**config.mk**
```make
export PLATFORM = sky130hd
export DESIGN_NAME = dtpc_top
export DESIGN_NICKNAME = d
export VERILOG_FILES = /design/src/core/dtpc_pkg.sv /design/src/core/dtpc_clk_sel.sv /design/src/core/dtpc_out_mux.sv /design/src/core/dtpc_top.sv
export SDC_FILE = /design/constraint.sdc
export NUM_CORES = 1
export LEC_CHECK = 0
export ABC_AREA = 1
export BUFFER_PORTS_ARGS = -buffer_cell sky130_fd_sc_hd__buf_2
export CORE_MARGIN = 8
export CORE_UTILIZATION = 45
export DETAILED_ROUTE_END_ITERATION = 7
export GPL_ROUTABILITY_DRIVEN = 0
export PLACE_DENSITY = 0.7
export REMOVE_ABC_BUFFERS = 1
export SKIP_CTS_REPAIR_TIMING = 1
export SYNTH_ARGS = -nofsm -noshare
export SYNTH_HDL_FRONTEND = slang
export SYNTH_SLANG_ARGS = --single-unit
```
**constraint.sdc**
```tcl
create_clock -name core_clk -period 4.2 [get_ports core_clk]
set_clock_uncertainty 0.05 [all_clocks]
set_input_delay 0.42 -clock core_clk [delete_from_list [all_inputs] [get_ports core_clk]]
set_output_delay 0.42 -clock core_clk [all_outputs]
set_load 0.02 [all_outputs]
```
**src/core/dtpc_pkg.sv**
```systemverilog
// shared constants and carrier types for the timer pair control block
package dtpc_pkg;

  // apb geometry; printed offsets are register indices, byte address = 4*idx
  localparam int APB_AW = 14;
  localparam logic [11:0] IDX_TIMER1_MODE = 12'h02b;
  localparam logic [11:0] IDX_PAIR_CONTROL = 12'h02c;
  localparam logic [11:0] IDX_COUNT_VALUE = 12'h02d;
  localparam logic [11:0] IDX_POWER_ENABLE = 12'hf74;

  // values after reset
  localparam logic [7:0] TIMER1_MODE_RST = 8'hc0;
  localparam logic [7:0] PAIR_CONTROL_RST = 8'h00;
  localparam logic [7:0] POWER_ENABLE_RST = 8'h00;

  // bit of this pair inside the shared power register
  localparam int PAIR_A_POWER_BIT = 4;

  // prescaler widths and exponents of the divided clocks
  localparam int GEAR_DIV_W = 11;
  localparam int LF_DIV_W = 4;
  localparam logic [3:0] GEAR_EXP [8] = '{4'hb, 4'ha, 4'h8, 4'h6,
                                          4'h4, 4'h2, 4'h1, 4'h0};
  localparam logic [3:0] LF_EXP_SEL0 = 4'h4;
  localparam logic [3:0] LF_EXP_SEL1 = 4'h3;
  localparam logic [3:0] LF_EXP_SEL7 = 4'h2;
  localparam logic [2:0] SRC_SEL0 = 3'h0;
  localparam logic [2:0] SRC_SEL1 = 3'h1;
  localparam logic [2:0] SRC_SEL7 = 3'h7;

  // operating modes of one unit
  typedef enum logic [1:0] {
    OPM_TIMER_A, OPM_TIMER_B, OPM_PWM, OPM_PPG
  } dtpc_opmode_t;

  // unit 1 mode register layout
  typedef struct packed {
    logic outFlipflopInit;
    logic doubleBufferEnable;
    logic [2:0] sourceClockSelect;
    logic externalSourceSelect;
    dtpc_opmode_t operatingModeSelect;
  } dtpc_mode_t;

  // shared control register layout
  typedef struct packed {
    logic [3:0] zero;
    logic outputCombine;
    logic cascade;
    logic unit1Run;
    logic unit0Run;
  } dtpc_ctrl_t;

endpackage

```
**src/core/dtpc_clk_sel.sv**
```systemverilog
// source clock selection: prescalers, low-frequency ticks, external edges
`timescale 1ns/1ns
`default_nettype none
module dtpc_clk_sel
  import dtpc_pkg::*;
(
  input wire logic core_clk,
  input wire logic nrst,
  input wire logic powerEn,
  input wire logic [2:0] srcSel,
  input wire logic extSel,
  input wire logic slowMode,
  input wire logic dividerSourceSelect,
  input wire logic countPin,
  input wire logic lowFreqClock,
  output logic tick
);

  logic [GEAR_DIV_W-1:0] divCnt_ff;
  logic [LF_DIV_W-1:0] lfCnt_ff;
  logic [2:0] pinSync_ff;
  logic [2:0] lfSync_ff;
  logic tick_ff;
  logic nxt_tick;
  logic pinFall;
  logic lfRise;

  // true when the low exp bits of cnt are all ones
  function automatic logic divHit(input logic [GEAR_DIV_W-1:0] cnt,
                                  input logic [3:0] exp);
    logic [GEAR_DIV_W-1:0] m;
    m = GEAR_DIV_W'((12'h001 << exp) - 12'h001);
    return &(cnt | ~m);
  endfunction

  // two-flop synchronisers; the third stage only feeds edge detection
  always_ff @(posedge core_clk or negedge nrst) begin
    if (!nrst) begin
      pinSync_ff <= 3'h7;
      lfSync_ff <= 3'h0;
    end else begin
      pinSync_ff <= {pinSync_ff[1:0], countPin};
      lfSync_ff <= {lfSync_ff[1:0], lowFreqClock};
    end
  end
  assign pinFall = pinSync_ff[2] & ~pinSync_ff[1];
  assign lfRise = ~lfSync_ff[2] & lfSync_ff[1];

  // prescalers stand still while the pair is unpowered
  always_ff @(posedge core_clk or negedge nrst) begin
    if (!nrst) begin
      divCnt_ff <= '0;
      lfCnt_ff <= '0;
    end else if (powerEn) begin
      divCnt_ff <= divCnt_ff + 1'b1;
      if (lfRise) begin
        lfCnt_ff <= lfCnt_ff + 1'b1;
      end
    end
  end

  // tick selection: external edge, slow state, or normal state table
  always_comb begin
    logic [GEAR_DIV_W-1:0] lfExt;
    lfExt = {{(GEAR_DIV_W-LF_DIV_W){1'b1}}, lfCnt_ff};
    nxt_tick = 1'b0;
    if (!powerEn) begin
      nxt_tick = 1'b0;
    end else if (extSel) begin
      nxt_tick = pinFall;
    end else if (slowMode) begin
      unique case (srcSel)
        SRC_SEL0: nxt_tick = lfRise & divHit(lfExt, LF_EXP_SEL0);
        SRC_SEL1: nxt_tick = lfRise & divHit(lfExt, LF_EXP_SEL1);
        SRC_SEL7: nxt_tick = lfRise & divHit(lfExt, LF_EXP_SEL7);
        default: nxt_tick = 1'b0;
      endcase
    end else if (dividerSourceSelect && srcSel == SRC_SEL0) begin
      nxt_tick = lfRise & divHit(lfExt, LF_EXP_SEL0);
    end else if (dividerSourceSelect && srcSel == SRC_SEL1) begin
      nxt_tick = lfRise & divHit(lfExt, LF_EXP_SEL1);
    end else begin
      nxt_tick = divHit(divCnt_ff, GEAR_EXP[srcSel]);
    end
  end

  always_ff @(posedge core_clk or negedge nrst) begin
    if (!nrst) begin
      tick_ff <= 1'b0;
    end else begin
      tick_ff <= nxt_tick;
    end
  end
  assign tick = tick_ff;
endmodule
`default_nettype wire

```
**src/core/dtpc_out_mux.sv**
```systemverilog
// pin output routing: combine, cascade and timer-mode forcing
`timescale 1ns/1ns
`default_nettype none
module dtpc_out_mux
  import dtpc_pkg::*;
(
  input wire logic core_clk,
  input wire logic nrst,
  input wire logic combine,
  input wire logic cascade,
  input wire dtpc_opmode_t unit0Mode,
  input wire dtpc_opmode_t unit1Mode,
  input wire logic unit0Running,
  input wire logic unit1Running,
  input wire logic unit0Init,
  input wire logic unit1Init,
  input wire logic unit0PwmWave,
  input wire logic unit0PpgWave,
  input wire logic unit1PwmWave,
  input wire logic unit1PpgWave,
  output logic [3:0] pins
);

  logic [3:0] pins_ff;
  logic u0Pwm;
  logic u0Ppg;
  logic u1Pwm;
  logic u1Ppg;

  // stopped units show the output flip-flop level; timer modes show high
  assign u0Pwm = (unit0Mode != OPM_PWM) ? 1'b1 :
                 (unit0Running ? unit0PwmWave : unit0Init);
  assign u0Ppg = (unit0Mode != OPM_PPG) ? 1'b1 :
                 (unit0Running ? unit0PpgWave : unit0Init);
  assign u1Pwm = (unit1Mode != OPM_PWM) ? 1'b1 :
                 (unit1Running ? unit1PwmWave : unit1Init);
  assign u1Ppg = (unit1Mode != OPM_PPG) ? 1'b1 :
                 (unit1Running ? unit1PpgWave : unit1Init);

  // order: {unit1 pattern, unit1 pwm, unit0 pattern, unit0 pwm}
  always_ff @(posedge core_clk or negedge nrst) begin
    if (!nrst) begin
      pins_ff <= 4'hf;
    end else if (combine) begin
      pins_ff <= {u1Ppg & u0Ppg, u1Pwm & u0Pwm, 2'b11};
    end else if (cascade) begin
      pins_ff <= {u1Ppg, u1Pwm, 2'b11};
    end else begin
      pins_ff <= {u1Ppg, u1Pwm, u0Ppg, u0Pwm};
    end
  end
  assign pins = pins_ff;

endmodule
`default_nettype wire

```
**src/core/dtpc_top.sv**
```systemverilog
// timer pair control: apb registers, run control, counters, pin routing
`timescale 1ns/1ns
`default_nettype none
// Operation
// - clock code picks gear or low-frequency division
// - slow state: only three low-frequency codes
// - external bit counts pin falling edges
// - mode field picks timer, PWM, pulse
// - double buffer bit enables buffering
// - mode writes ignored while unit 1 runs
// - output flip-flop init, high in timer modes
// - power register: eight enables, reset zero
// - run starts; clearing run stops and clears
// - cascade: unit 1 run drives both
// - cascade bit joins counters to sixteen bits
// - stop state entry clears both run bits
// - control register upper nibble reads zero
// - combine bit ANDs outputs onto unit 1
// - combine: unit 0 pins stay high
// - combine and cascade locked while running
// - starting write may update combine, cascade
// - cascade uses unit 1 clock select
// - power bit off withholds timer clock
module dtpc_top
  import dtpc_pkg::*;
(
  input wire logic core_clk,
  input wire logic nrst,
  input wire logic psel,
  input wire logic penable,
  input wire logic pwrite,
  input wire logic [APB_AW-1:0] paddr,
  input wire logic [31:0] pwdata,
  output logic [31:0] prdata,
  output logic pready,
  output logic pslverr,
  input wire logic unit1CountInputPin,
  input wire logic lowFreqClock,
  input wire logic slowMode,
  input wire logic dividerSourceSelect,
  input wire logic stopEntry,
  input wire logic unit0Tick,
  input wire dtpc_opmode_t unit0Mode,
  input wire logic unit0OutInit,
  input wire logic unit0PwmWave,
  input wire logic unit0PpgWave,
  input wire logic unit1PwmWave,
  input wire logic unit1PpgWave,
  output logic unit0PulseWidthPin,
  output logic unit0PatternPin,
  output logic unit1PulseWidthPin,
  output logic unit1PatternPin,
  output logic unit0Advance,
  output logic unit1Advance,
  output logic doubleBufferEnable,
  output dtpc_opmode_t operatingModeSelect,
  output logic cascadeMode,
  output logic [7:0] timerPowerEnable
);

  dtpc_mode_t mode1_ff;
  dtpc_ctrl_t ctrl_ff;
  logic [7:0] power_ff;
  logic [7:0] count0_ff;
  logic [7:0] count1_ff;
  logic [31:0] prdata_ff;
  logic pready_ff;
  logic pslverr_ff;
  logic adv0_ff;
  logic adv1_ff;
  logic [3:0] pins;
  logic clkTick1;
  logic pairEn;
  logic setup;
  logic wrAccess;
  logic runEff0;
  logic runEff1;
  logic tick0;
  logic tick1;
  logic anyRun;
  dtpc_ctrl_t wrCtrl;

  // address decode, reused by read mux, write strobes and error flag
  function automatic logic hitIdx(input logic [APB_AW-1:0] a,
                                  input logic [11:0] idx);
    return a == {idx, 2'b00};
  endfunction

  function automatic logic mapped(input logic [APB_AW-1:0] a);
    return hitIdx(a, IDX_TIMER1_MODE) || hitIdx(a, IDX_PAIR_CONTROL) ||
           hitIdx(a, IDX_COUNT_VALUE) || hitIdx(a, IDX_POWER_ENABLE);
  endfunction

  assign pairEn = power_ff[PAIR_A_POWER_BIT];
  assign setup = psel && !penable;
  // a write lands only in the access cycle where pready is high
  assign wrAccess = psel && penable && pready_ff && pwrite &&
                    mapped(paddr);
  assign wrCtrl = dtpc_ctrl_t'(pwdata[7:0]);
  assign anyRun = ctrl_ff.unit1Run || ctrl_ff.unit0Run;

  // apb answer: data latched in setup, zero wait states in access
  always_ff @(posedge core_clk or negedge nrst) begin
    if (!nrst) begin
      pready_ff <= 1'b0;
      pslverr_ff <= 1'b0;
    end else begin
      pready_ff <= setup;
      pslverr_ff <= setup && !mapped(paddr);
    end
  end

  // read mux; unmapped addresses read as zero with an error answer
  always_ff @(posedge core_clk or negedge nrst) begin
    if (!nrst) begin
      prdata_ff <= '0;
    end else if (setup) begin
      if (hitIdx(paddr, IDX_TIMER1_MODE)) begin
        prdata_ff <= {24'h000000, mode1_ff};
      end else if (hitIdx(paddr, IDX_PAIR_CONTROL)) begin
        prdata_ff <= {28'h0000000, ctrl_ff[3:0]};
      end else if (hitIdx(paddr, IDX_COUNT_VALUE)) begin
        prdata_ff <= {16'h0000, count1_ff, count0_ff};
      end else if (hitIdx(paddr, IDX_POWER_ENABLE)) begin
        prdata_ff <= {24'h000000, power_ff};
      end else begin
        prdata_ff <= '0;
      end
    end
  end

  // unit 1 mode register; frozen while unit 1 runs
  always_ff @(posedge core_clk or negedge nrst) begin
    if (!nrst) begin
      mode1_ff <= dtpc_mode_t'(TIMER1_MODE_RST);
    end else if (wrAccess && hitIdx(paddr, IDX_TIMER1_MODE) &&
                 !ctrl_ff.unit1Run) begin
      mode1_ff <= dtpc_mode_t'(pwdata[7:0]);
    end
  end

  // shared power register: every bit plain read/write
  always_ff @(posedge core_clk or negedge nrst) begin
    if (!nrst) begin
      power_ff <= POWER_ENABLE_RST;
    end else if (wrAccess && hitIdx(paddr, IDX_POWER_ENABLE)) begin
      power_ff <= pwdata[7:0];
    end
  end

  // run bits; stop-state entry beats a same-cycle write
  always_ff @(posedge core_clk or negedge nrst) begin
    if (!nrst) begin
      ctrl_ff.unit1Run <= PAIR_CONTROL_RST[1];
      ctrl_ff.unit0Run <= PAIR_CONTROL_RST[0];
    end else if (stopEntry) begin
      ctrl_ff.unit1Run <= 1'b0;
      ctrl_ff.unit0Run <= 1'b0;
    end else if (wrAccess && hitIdx(paddr, IDX_PAIR_CONTROL)) begin
      ctrl_ff.unit1Run <= wrCtrl.unit1Run;
      ctrl_ff.unit0Run <= wrCtrl.unit0Run;
    end
  end

  // combine and cascade change only from a fully stopped pair, which also
  // lets the write that starts the pair set them in the same access
  always_ff @(posedge core_clk or negedge nrst) begin
    if (!nrst) begin
      ctrl_ff.outputCombine <= PAIR_CONTROL_RST[3];
      ctrl_ff.cascade <= PAIR_CONTROL_RST[2];
    end else if (wrAccess && hitIdx(paddr, IDX_PAIR_CONTROL) &&
                 !anyRun) begin
      ctrl_ff.outputCombine <= wrCtrl.outputCombine;
      ctrl_ff.cascade <= wrCtrl.cascade;
    end
  end

  // upper nibble is not storage; it always reads zero
  always_ff @(posedge core_clk or negedge nrst) begin
    if (!nrst) begin
      ctrl_ff.zero <= 4'h0;
    end else begin
      ctrl_ff.zero <= 4'h0;
    end
  end

  // divided clock for unit 1, which also feeds the cascaded pair
  dtpc_clk_sel u_clk_sel (
    .core_clk(core_clk),
    .nrst(nrst),
    .powerEn(pairEn),
    .srcSel(mode1_ff.sourceClockSelect),
    .extSel(mode1_ff.externalSourceSelect),
    .slowMode(slowMode),
    .dividerSourceSelect(dividerSourceSelect),
    .countPin(unit1CountInputPin),
    .lowFreqClock(lowFreqClock),
    .tick(clkTick1)
  );

  // in cascade unit 0 follows unit 1's run bit and clock
  assign runEff1 = ctrl_ff.unit1Run;
  assign runEff0 = ctrl_ff.cascade ? ctrl_ff.unit1Run :
                   ctrl_ff.unit0Run;
  assign tick1 = pairEn && runEff1 && clkTick1;
  assign tick0 = pairEn && runEff0 &&
                 (ctrl_ff.cascade ? clkTick1 : unit0Tick);

  // low byte counter; cleared whenever its effective run is off
  always_ff @(posedge core_clk or negedge nrst) begin
    if (!nrst) begin
      count0_ff <= 8'h00;
    end else if (!runEff0) begin
      count0_ff <= 8'h00;
    end else if (tick0) begin
      count0_ff <= count0_ff + 8'h01;
    end
  end

  // high byte carries from the low byte when cascaded
  always_ff @(posedge core_clk or negedge nrst) begin
    if (!nrst) begin
      count1_ff <= 8'h00;
    end else if (!runEff1) begin
      count1_ff <= 8'h00;
    end else if (ctrl_ff.cascade) begin
      if (tick1 && count0_ff == 8'hff) begin
        count1_ff <= count1_ff + 8'h01;
      end
    end else if (tick1) begin
      count1_ff <= count1_ff + 8'h01;
    end
  end

  // advance strobes for the match, pwm and pulse datapaths outside
  always_ff @(posedge core_clk or negedge nrst) begin
    if (!nrst) begin
      adv0_ff <= 1'b0;
      adv1_ff <= 1'b0;
    end else begin
      adv0_ff <= tick0;
      adv1_ff <= tick1 && !(ctrl_ff.cascade && count0_ff != 8'hff);
    end
  end

  // output pins; unit 0 pins are held high in cascade, as in combine
  dtpc_out_mux u_out_mux (
    .core_clk(core_clk),
    .nrst(nrst),
    .combine(ctrl_ff.outputCombine),
    .cascade(ctrl_ff.cascade),
    .unit0Mode(unit0Mode),
    .unit1Mode(mode1_ff.operatingModeSelect),
    .unit0Running(runEff0),
    .unit1Running(runEff1),
    .unit0Init(unit0OutInit),
    .unit1Init(mode1_ff.outFlipflopInit),
    .unit0PwmWave(unit0PwmWave),
    .unit0PpgWave(unit0PpgWave),
    .unit1PwmWave(unit1PwmWave),
    .unit1PpgWave(unit1PpgWave),
    .pins(pins)
  );

  assign prdata = prdata_ff;
  assign pready = pready_ff;
  assign pslverr = pslverr_ff;
  assign unit0PulseWidthPin = pins[0];
  assign unit0PatternPin = pins[1];
  assign unit1PulseWidthPin = pins[2];
  assign unit1PatternPin = pins[3];
  assign unit0Advance = adv0_ff;
  assign unit1Advance = adv1_ff;
  assign doubleBufferEnable = mode1_ff.doubleBufferEnable;
  assign operatingModeSelect = mode1_ff.operatingModeSelect;
  assign cascadeMode = ctrl_ff.cascade;
  assign timerPowerEnable = power_ff;
endmodule
`default_nettype wire
```
== Word-level counts from Yosys, hierarchy flattened ==
Memories as Yosys holds them, arrays and structs flattened.
Cells that the tools add are included.
Storage, ports and cells
  flip-flop bits (word level): 98
  latch bits: 0
  memory bits (writable): 0
  bits in read-only memories: 32
  input port bits: 64
  output and inout bits: 52
  word-level logic and storage cells: 127
  memories: 1
Operators by class
  $add $sub $neg: 5
  multipliers: 0
  div/mod/pow operators: 0
  magnitude comparators: 1
  equality and inequality tests: 15
  shifts and indexed selects: 1
  mux-type cells: 32
  bitwise operators: 12
  reductions and logical operators: 37
Memory list
  (no name shown): depth 8, bits a word 4, rd ports 1, clocked after Yosys merged registers in 0, wr ports 0, line dtpc_clk_sel.sv:83  | nxt_tick = divHit(divCnt_ff, GEAR_EXP[srcSel]);
Operator list (number)
  8-bit two-way mux: 7
  16-bit two-way mux: 3
  14-bit by 8-bit equality test with 1-bit output (second input constant): 3
  1-bit logical AND: 20
  8-bit by 1-bit adder with 8-bit output (second input constant): 2
  1-bit two-way mux: 15
  14-bit equality test (second input constant): 1
  4-bit two-way mux: 3
  11-bit by 1-bit adder with 11-bit output (second input constant): 1
  11-bit inverter: 1
  11-bit bitwise OR: 1
  11-bit AND reduction: 1
  1-bit by 4-bit left shift with 11-bit output (first input constant): 1
  11-bit by 1-bit subtractor with 11-bit output (second input constant): 1
  8-bit equality test (second input constant): 1
  2-bit inequality test (second input constant): 4
  8-bit inequality test (second input constant): 1
  1-bit AND: 7
  2-bit two-way mux: 3
  2-bit AND reduction: 3
  1-bit zero test: 5
  4-bit by 1-bit adder with 4-bit output (second input constant): 1
  4-bit >= comparator (second input constant): 1
  1-bit logical OR: 4
  other kinds (12): 13

== Longest topological paths before layout ==
  word-level depth: 14
  mapped depth: 16
  depth with buffers taken out: 15

== Cells and area by module ==
A second synthesis with hierarchy kept.
Unflattened totals
  cell total of the unflattened synthesis: 542
  area, all modules: 4478.0 um2
Modules (own cells, without submodules)
  dtpc_top: instances 1, cells an instance 380, area each 3093.0 um2, seq. area each 1403.8 um2
  dtpc_clk_sel: instances 1, cells an instance 133, area each 1166.1 um2, seq. area each 554.3 um2
  dtpc_out_mux: instances 1, cells an instance 29, area each 219.0 um2, seq. area each 105.1 um2

== Least setup slack after synthesis ==
Ideal clock, no wire load.
  kind: flip-flop to flip-flop
  start: register mode1_ff[3] (netlist name)
  end: register u_clk_sel.tick_ff, in the netlist u_clk_sel.tick
  library setup time: 0.120 ns
  data arrival time: 1.660 ns
  required time: 4.030 ns
  path slack: 2.370 ns
  stages on the path, launching flop included: 16
  buffers on the path: 1
  clock period less this slack: 1.830 ns
  path through: dfrtp_1 buf_2 inv_1 nand3_1 ha_1 or2_2 nand3_1 nor2_1 nand2_1 nor2_1 nand2_1 nand2_1 nand2_1 nand2_1 nand2_1 a21oi_1
On the way
  word-level cells in the longest chain between the ends: 14
  elaborated cells between the ends (all ways): 20
  classes of those cells: add/sub (1); eq/ne (2); shift (1); mux (8); bitwise (3); reduce/logical (4); memory (1)
Ends and longest elaborated chain
  from (decl): line dtpc_top.sv:61  | dtpc_mode_t mode1_ff;
  from (signal assigned): line dtpc_top.sv:135  | mode1_ff <= dtpc_mode_t'(TIMER1_MODE_RST);
  from (signal assigned): line dtpc_top.sv:138  | mode1_ff <= dtpc_mode_t'(pwdata[7:0]);
  3-bit inverter with 4-bit output (implied by the code): line dtpc_clk_sel.sv:83
  memory 8 x 4 bit
  4-bit two-way mux (implied by the code) (2 in series): line dtpc_clk_sel.sv:83
  1-bit by 4-bit left shift with 11-bit output: line dtpc_clk_sel.sv:32  | m = GEAR_DIV_W'((12'h001 << exp) - 12'h001);
  11-bit by 1-bit subtractor with 11-bit output: line dtpc_clk_sel.sv:32
  11-bit inverter: line dtpc_clk_sel.sv:33  | return &(cnt | ~m);
  11-bit bitwise OR: line dtpc_clk_sel.sv:33
  11-bit AND reduction: line dtpc_clk_sel.sv:33
  1-bit two-way mux: line dtpc_clk_sel.sv:80  | end else if (dividerSourceSelect && srcSel == SRC_SEL1) begin
  1-bit two-way mux: line dtpc_clk_sel.sv:78  | end else if (dividerSourceSelect && srcSel == SRC_SEL0) begin
  1-bit two-way mux *: line dtpc_clk_sel.sv:71  | end else if (slowMode) begin
  1-bit two-way mux *: line dtpc_clk_sel.sv:69  | end else if (extSel) begin
  1-bit two-way mux *: line dtpc_clk_sel.sv:67  | if (!powerEn) begin
  via u_clk_sel.nxt_tick: line dtpc_clk_sel.sv:24  | logic nxt_tick;
  to (signal assigned): line dtpc_clk_sel.sv:91  | tick_ff <= nxt_tick;
  to (decl): line dtpc_clk_sel.sv:23  | logic tick_ff;
Mark *: on every way through the listed nets, which the timed path passes. The rest lies on a longest branch. The select of a mux whose other input is x is not followed.
A chain may end at the register's enable or synchronous reset.

== Final worst setup path ==
  start: register mode1_ff[5] (netlist name)
  end: register u_clk_sel.tick_ff, in the netlist u_clk_sel.tick
Same word-level chain as after synthesis.

==> metrics <==
final worst setup slack=2158 ps; most frequent cells in the layout=144 x nand2_1, 74 x buf_2, 73 x dfrtp_1, 65 x inv_1, 34 x nand3_1; register bit total from synthesis=82; Avg WL per Cell=13.98 um; Pwr Total=1.595 mW; sequential element share of the synthesized area=46.91%; outcome=complete, no violations; Post-Synth Adder-Cell Area=1.707%; Levels on crit path=13; die area=13190 sq um; Synth Area in Simple Gates=26.15%; most used routing layer=met2; FF+latch area=2063 sq um; Worst slew margin=33.09%; met1 Usage GRT=18.85%; n_diodes=0; crit share post-route=48.62%; Vias/cell=4.978; Reg2Reg Setup Slack=2160 ps; most common cell after layout, fill and taps aside=nand2_1; Area after DPL=4801 sq um; Max Fanout on Critical Path=11; setup TNS=0 ps; crit path to=u_clk_sel.tick; Die Span X=114.9 um; main combinational cell family by area after synthesis=simple AND/OR/NAND/NOR gates; CTS Buf Count=9; root buffer cell=clkbuf_8; floorplan row count=36; CP most frequent cell=nand2_1; chip height=114.9 um; Design Area, Final=5045 sq um; pre-CTS setup slack=2033 ps; initial antenna violation count=0; Longest Clk Path Bufs=2; RSZ-0062 raised after global routing=false; GRT Util Overall=16.40%; later-pin clock latency in the skew report=360 ps; Area contributors post-synth=dfrtp_1 42%, nand2_1 12%, inv_1 5.5%; drt initial violations=151; Post-Syn Area per Cell=8.236 sq um; htree depth=3; CTS sink cnt=82; Post-Synth XOR/XNOR Area=2.788%; Worst Path Buf+Inv=0; Crit. End Element=register; largest net degree at the start of global routing=83; drt total wl=10380 um; RR Endpoint=u_clk_sel.tick; starting density of the core=45.63%; number of global-route vias before repair=3673; cells along the critical path=nand3_1, ha_1, or2_2, nand3_1, nor2_1, nand2_1, nor2_1, nand2_1, nand2_1, nand2_1, nand2_1, nand2_1, a21oi_1; proportion of layout cells with a drive suffix above 1=21.97%; fmax=489.7 MHz; met2 Usage GRT=28.60%; Synth warnings=0; R2R depth=13; Final Hold Fails=0; slowest library cell on the worst path=dfrtp_1; Final Slew Violations=0; Syn Inst Count=534; TritonRoute pass-1 iters=5; global route overflow=0; Layout area overhead=14.71%; Nets=675; mapped cell area=4398 sq um; Hold Slack=105.2 ps; vias=3699; dominant cell type by area after synthesis=dfrtp_1; cell family with most CP delay=simple AND/OR/NAND/NOR gates; CP Launch Point=mode1_ff[5]; Crit Reg-Reg Startpoint=mode1_ff[5]; final setup violation count=0; M3 GR Usage=5.305%; top cell type's share of synthesized area=41.54%; type of the worst setup path=register to register; Pleak=2.544 nW; worst slew pin tran=1004 ps; Pwr per Cell Area=316.2 nW/um^2; mux share of post-synthesis cell area=0.5121%; Final HPWL DP=7949 um; CP peak stage delay=560 ps; Tmin final=2042 ps; antenna viol nets, final=0; compound-gate portion of the synthesized area=11.55%; Critical Path RT=4400 ps; IO buf count=75; Fill cells=961; Worst setup SP type=register; TritonCTS clock tree=built; Peak supply drop=178.3 uV; crit path DAT=2240 ps; Hold Crit Class=input pin to register; synth unique cells=40; Core Footprint=9639 sq um; footprint of the multi-input gates=1938 sq um; Max-Cap Viols=0; residual DRC count=0; I/O pin count=116; first-pass GRT wire length=17240 um; clock slew at reported path FFs=80 ps
## report_power, final
group	total, mW	internal (mW)	switching (mW)	leakage [nW]
sequential	0.807	0.800	0.00741	1.10
clock	0.689	0.413	0.276	0.121
combinational	0.0991	0.0264	0.0727	1.32
total	1.60	1.24	0.356	2.54
## state kept, by name (all words and copies together), names as in the netlist
signal,count
operatingModeSelect,2
u_clk_sel.lfCnt_ff,4
pready,1
runEff1,1
mode1_ff,5
u_out_mux.pins,4
prdata,16
u_clk_sel.divCnt_ff,11
doubleBufferEnable,1
cascadeMode,1
count1_ff,8
count0_ff,8
timerPowerEnable,8
pslverr,1
unit1Advance,1
u_clk_sel.pinSync_ff,3
ctrl_ff,2
u_clk_sel.tick,1
u_clk_sel.lfSync_ff,3
unit0Advance,1
## cells by family after synthesis
group                      after synthesis
AOI/OAI and AO/OA                       81
xor gates and xnor gates                14
adders and majority gates                6
buffers and inverters                   98
DFF                                     82
muxes                                    2
other                                    1
and+or+nand+nor                        250
## through the flow
step	utilization, %	std cells
floorplan	-	519
global placement	49.81	727
detailed placement	49.81	727
CTS	52.34	743
global route	52.34	743
finish	52.34	743
## area by class of cell
class                      instances  share of cell area [%]
multi-input combinational        369                   38.42
tap                              133                   3.299
inverter                          68                   5.060
clock inverter                     4                   1.959
sequential                        82                   40.90
timing repair buffer              75                   7.490
clock buffer                      12                   2.877
## worst min path at each step
stage	from	to	slack, ps	depth (start not counted)
final	unit1CountInputPin	u_clk_sel.pinSync_ff[0]	110	1
after global routing	unit1CountInputPin	u_clk_sel.pinSync_ff[0]	80	1
after CTS	unit1CountInputPin	u_clk_sel.pinSync_ff[0]	90	1
after detailed placement	u_clk_sel.lfSync_ff[0]	u_clk_sel.lfSync_ff[1]	290	0
after global placement	u_clk_sel.lfSync_ff[0]	u_clk_sel.lfSync_ff[1]	290	0
after floorplan	nrst	cascadeMode	70	0
## cell usage after synthesis
| cell type | n |
|---|---|
| nand2_1 | 144 |
| dfrtp_1 | 73 |
| inv_1 | 65 |
| nand3_1 | 34 |
| nor2_1 | 32 |
| o21ai_0 | 28 |
| buf_4 | 19 |
| a21oi_1 | 15 |
| xor2_1 | 12 |
| dfstp_2 | 9 |
| nand4_1 | 9 |
| o21ai_2 | 8 |
| o21ai_1 | 7 |
| o31ai_1 | 7 |
| ha_1 | 6 |
| nor3_1 | 6 |
| buf_2 | 5 |
| clkbuf_1 | 5 |
| nand2_2 | 5 |
| nor2_2 | 5 |
| o2111ai_1 | 5 |
| a211oi_1 | 3 |
| a31oi_1 | 3 |
| inv_2 | 3 |
| nor2_4 | 3 |
| nor3_4 | 3 |
| nor4_1 | 3 |
| mux2_2 | 2 |
| nand3_4 | 2 |
| o22ai_1 | 2 |
| xnor2_1 | 2 |
| a21oi_4 | 1 |
| a31oi_2 | 1 |
| buf_6 | 1 |
| conb_1 | 1 |
| nand3_2 | 1 |
| nor3_2 | 1 |
| nor3b_1 | 1 |
| o32ai_1 | 1 |
| or2_2 | 1 |
## metal layers
| layer | vias to the layer above | routed length, um |
|---|---|---|
| met5 | - | 0 |
| met4 | 0 | 151 |
| met3 | 13 | 637 |
| met2 | 101 | 5319 |
| met1 | 1739 | 4275 |
| li1 | 1846 | - |
## worst register-to-register path, delay by kind of cell (launching register included)
kind | cells | cell delay, ps
flops | 1 | 560
compound gates | 1 | 60
simple gates | 11 | 950
fa+ha+maj | 1 | 320
Power figures use the tool's default switching activity.
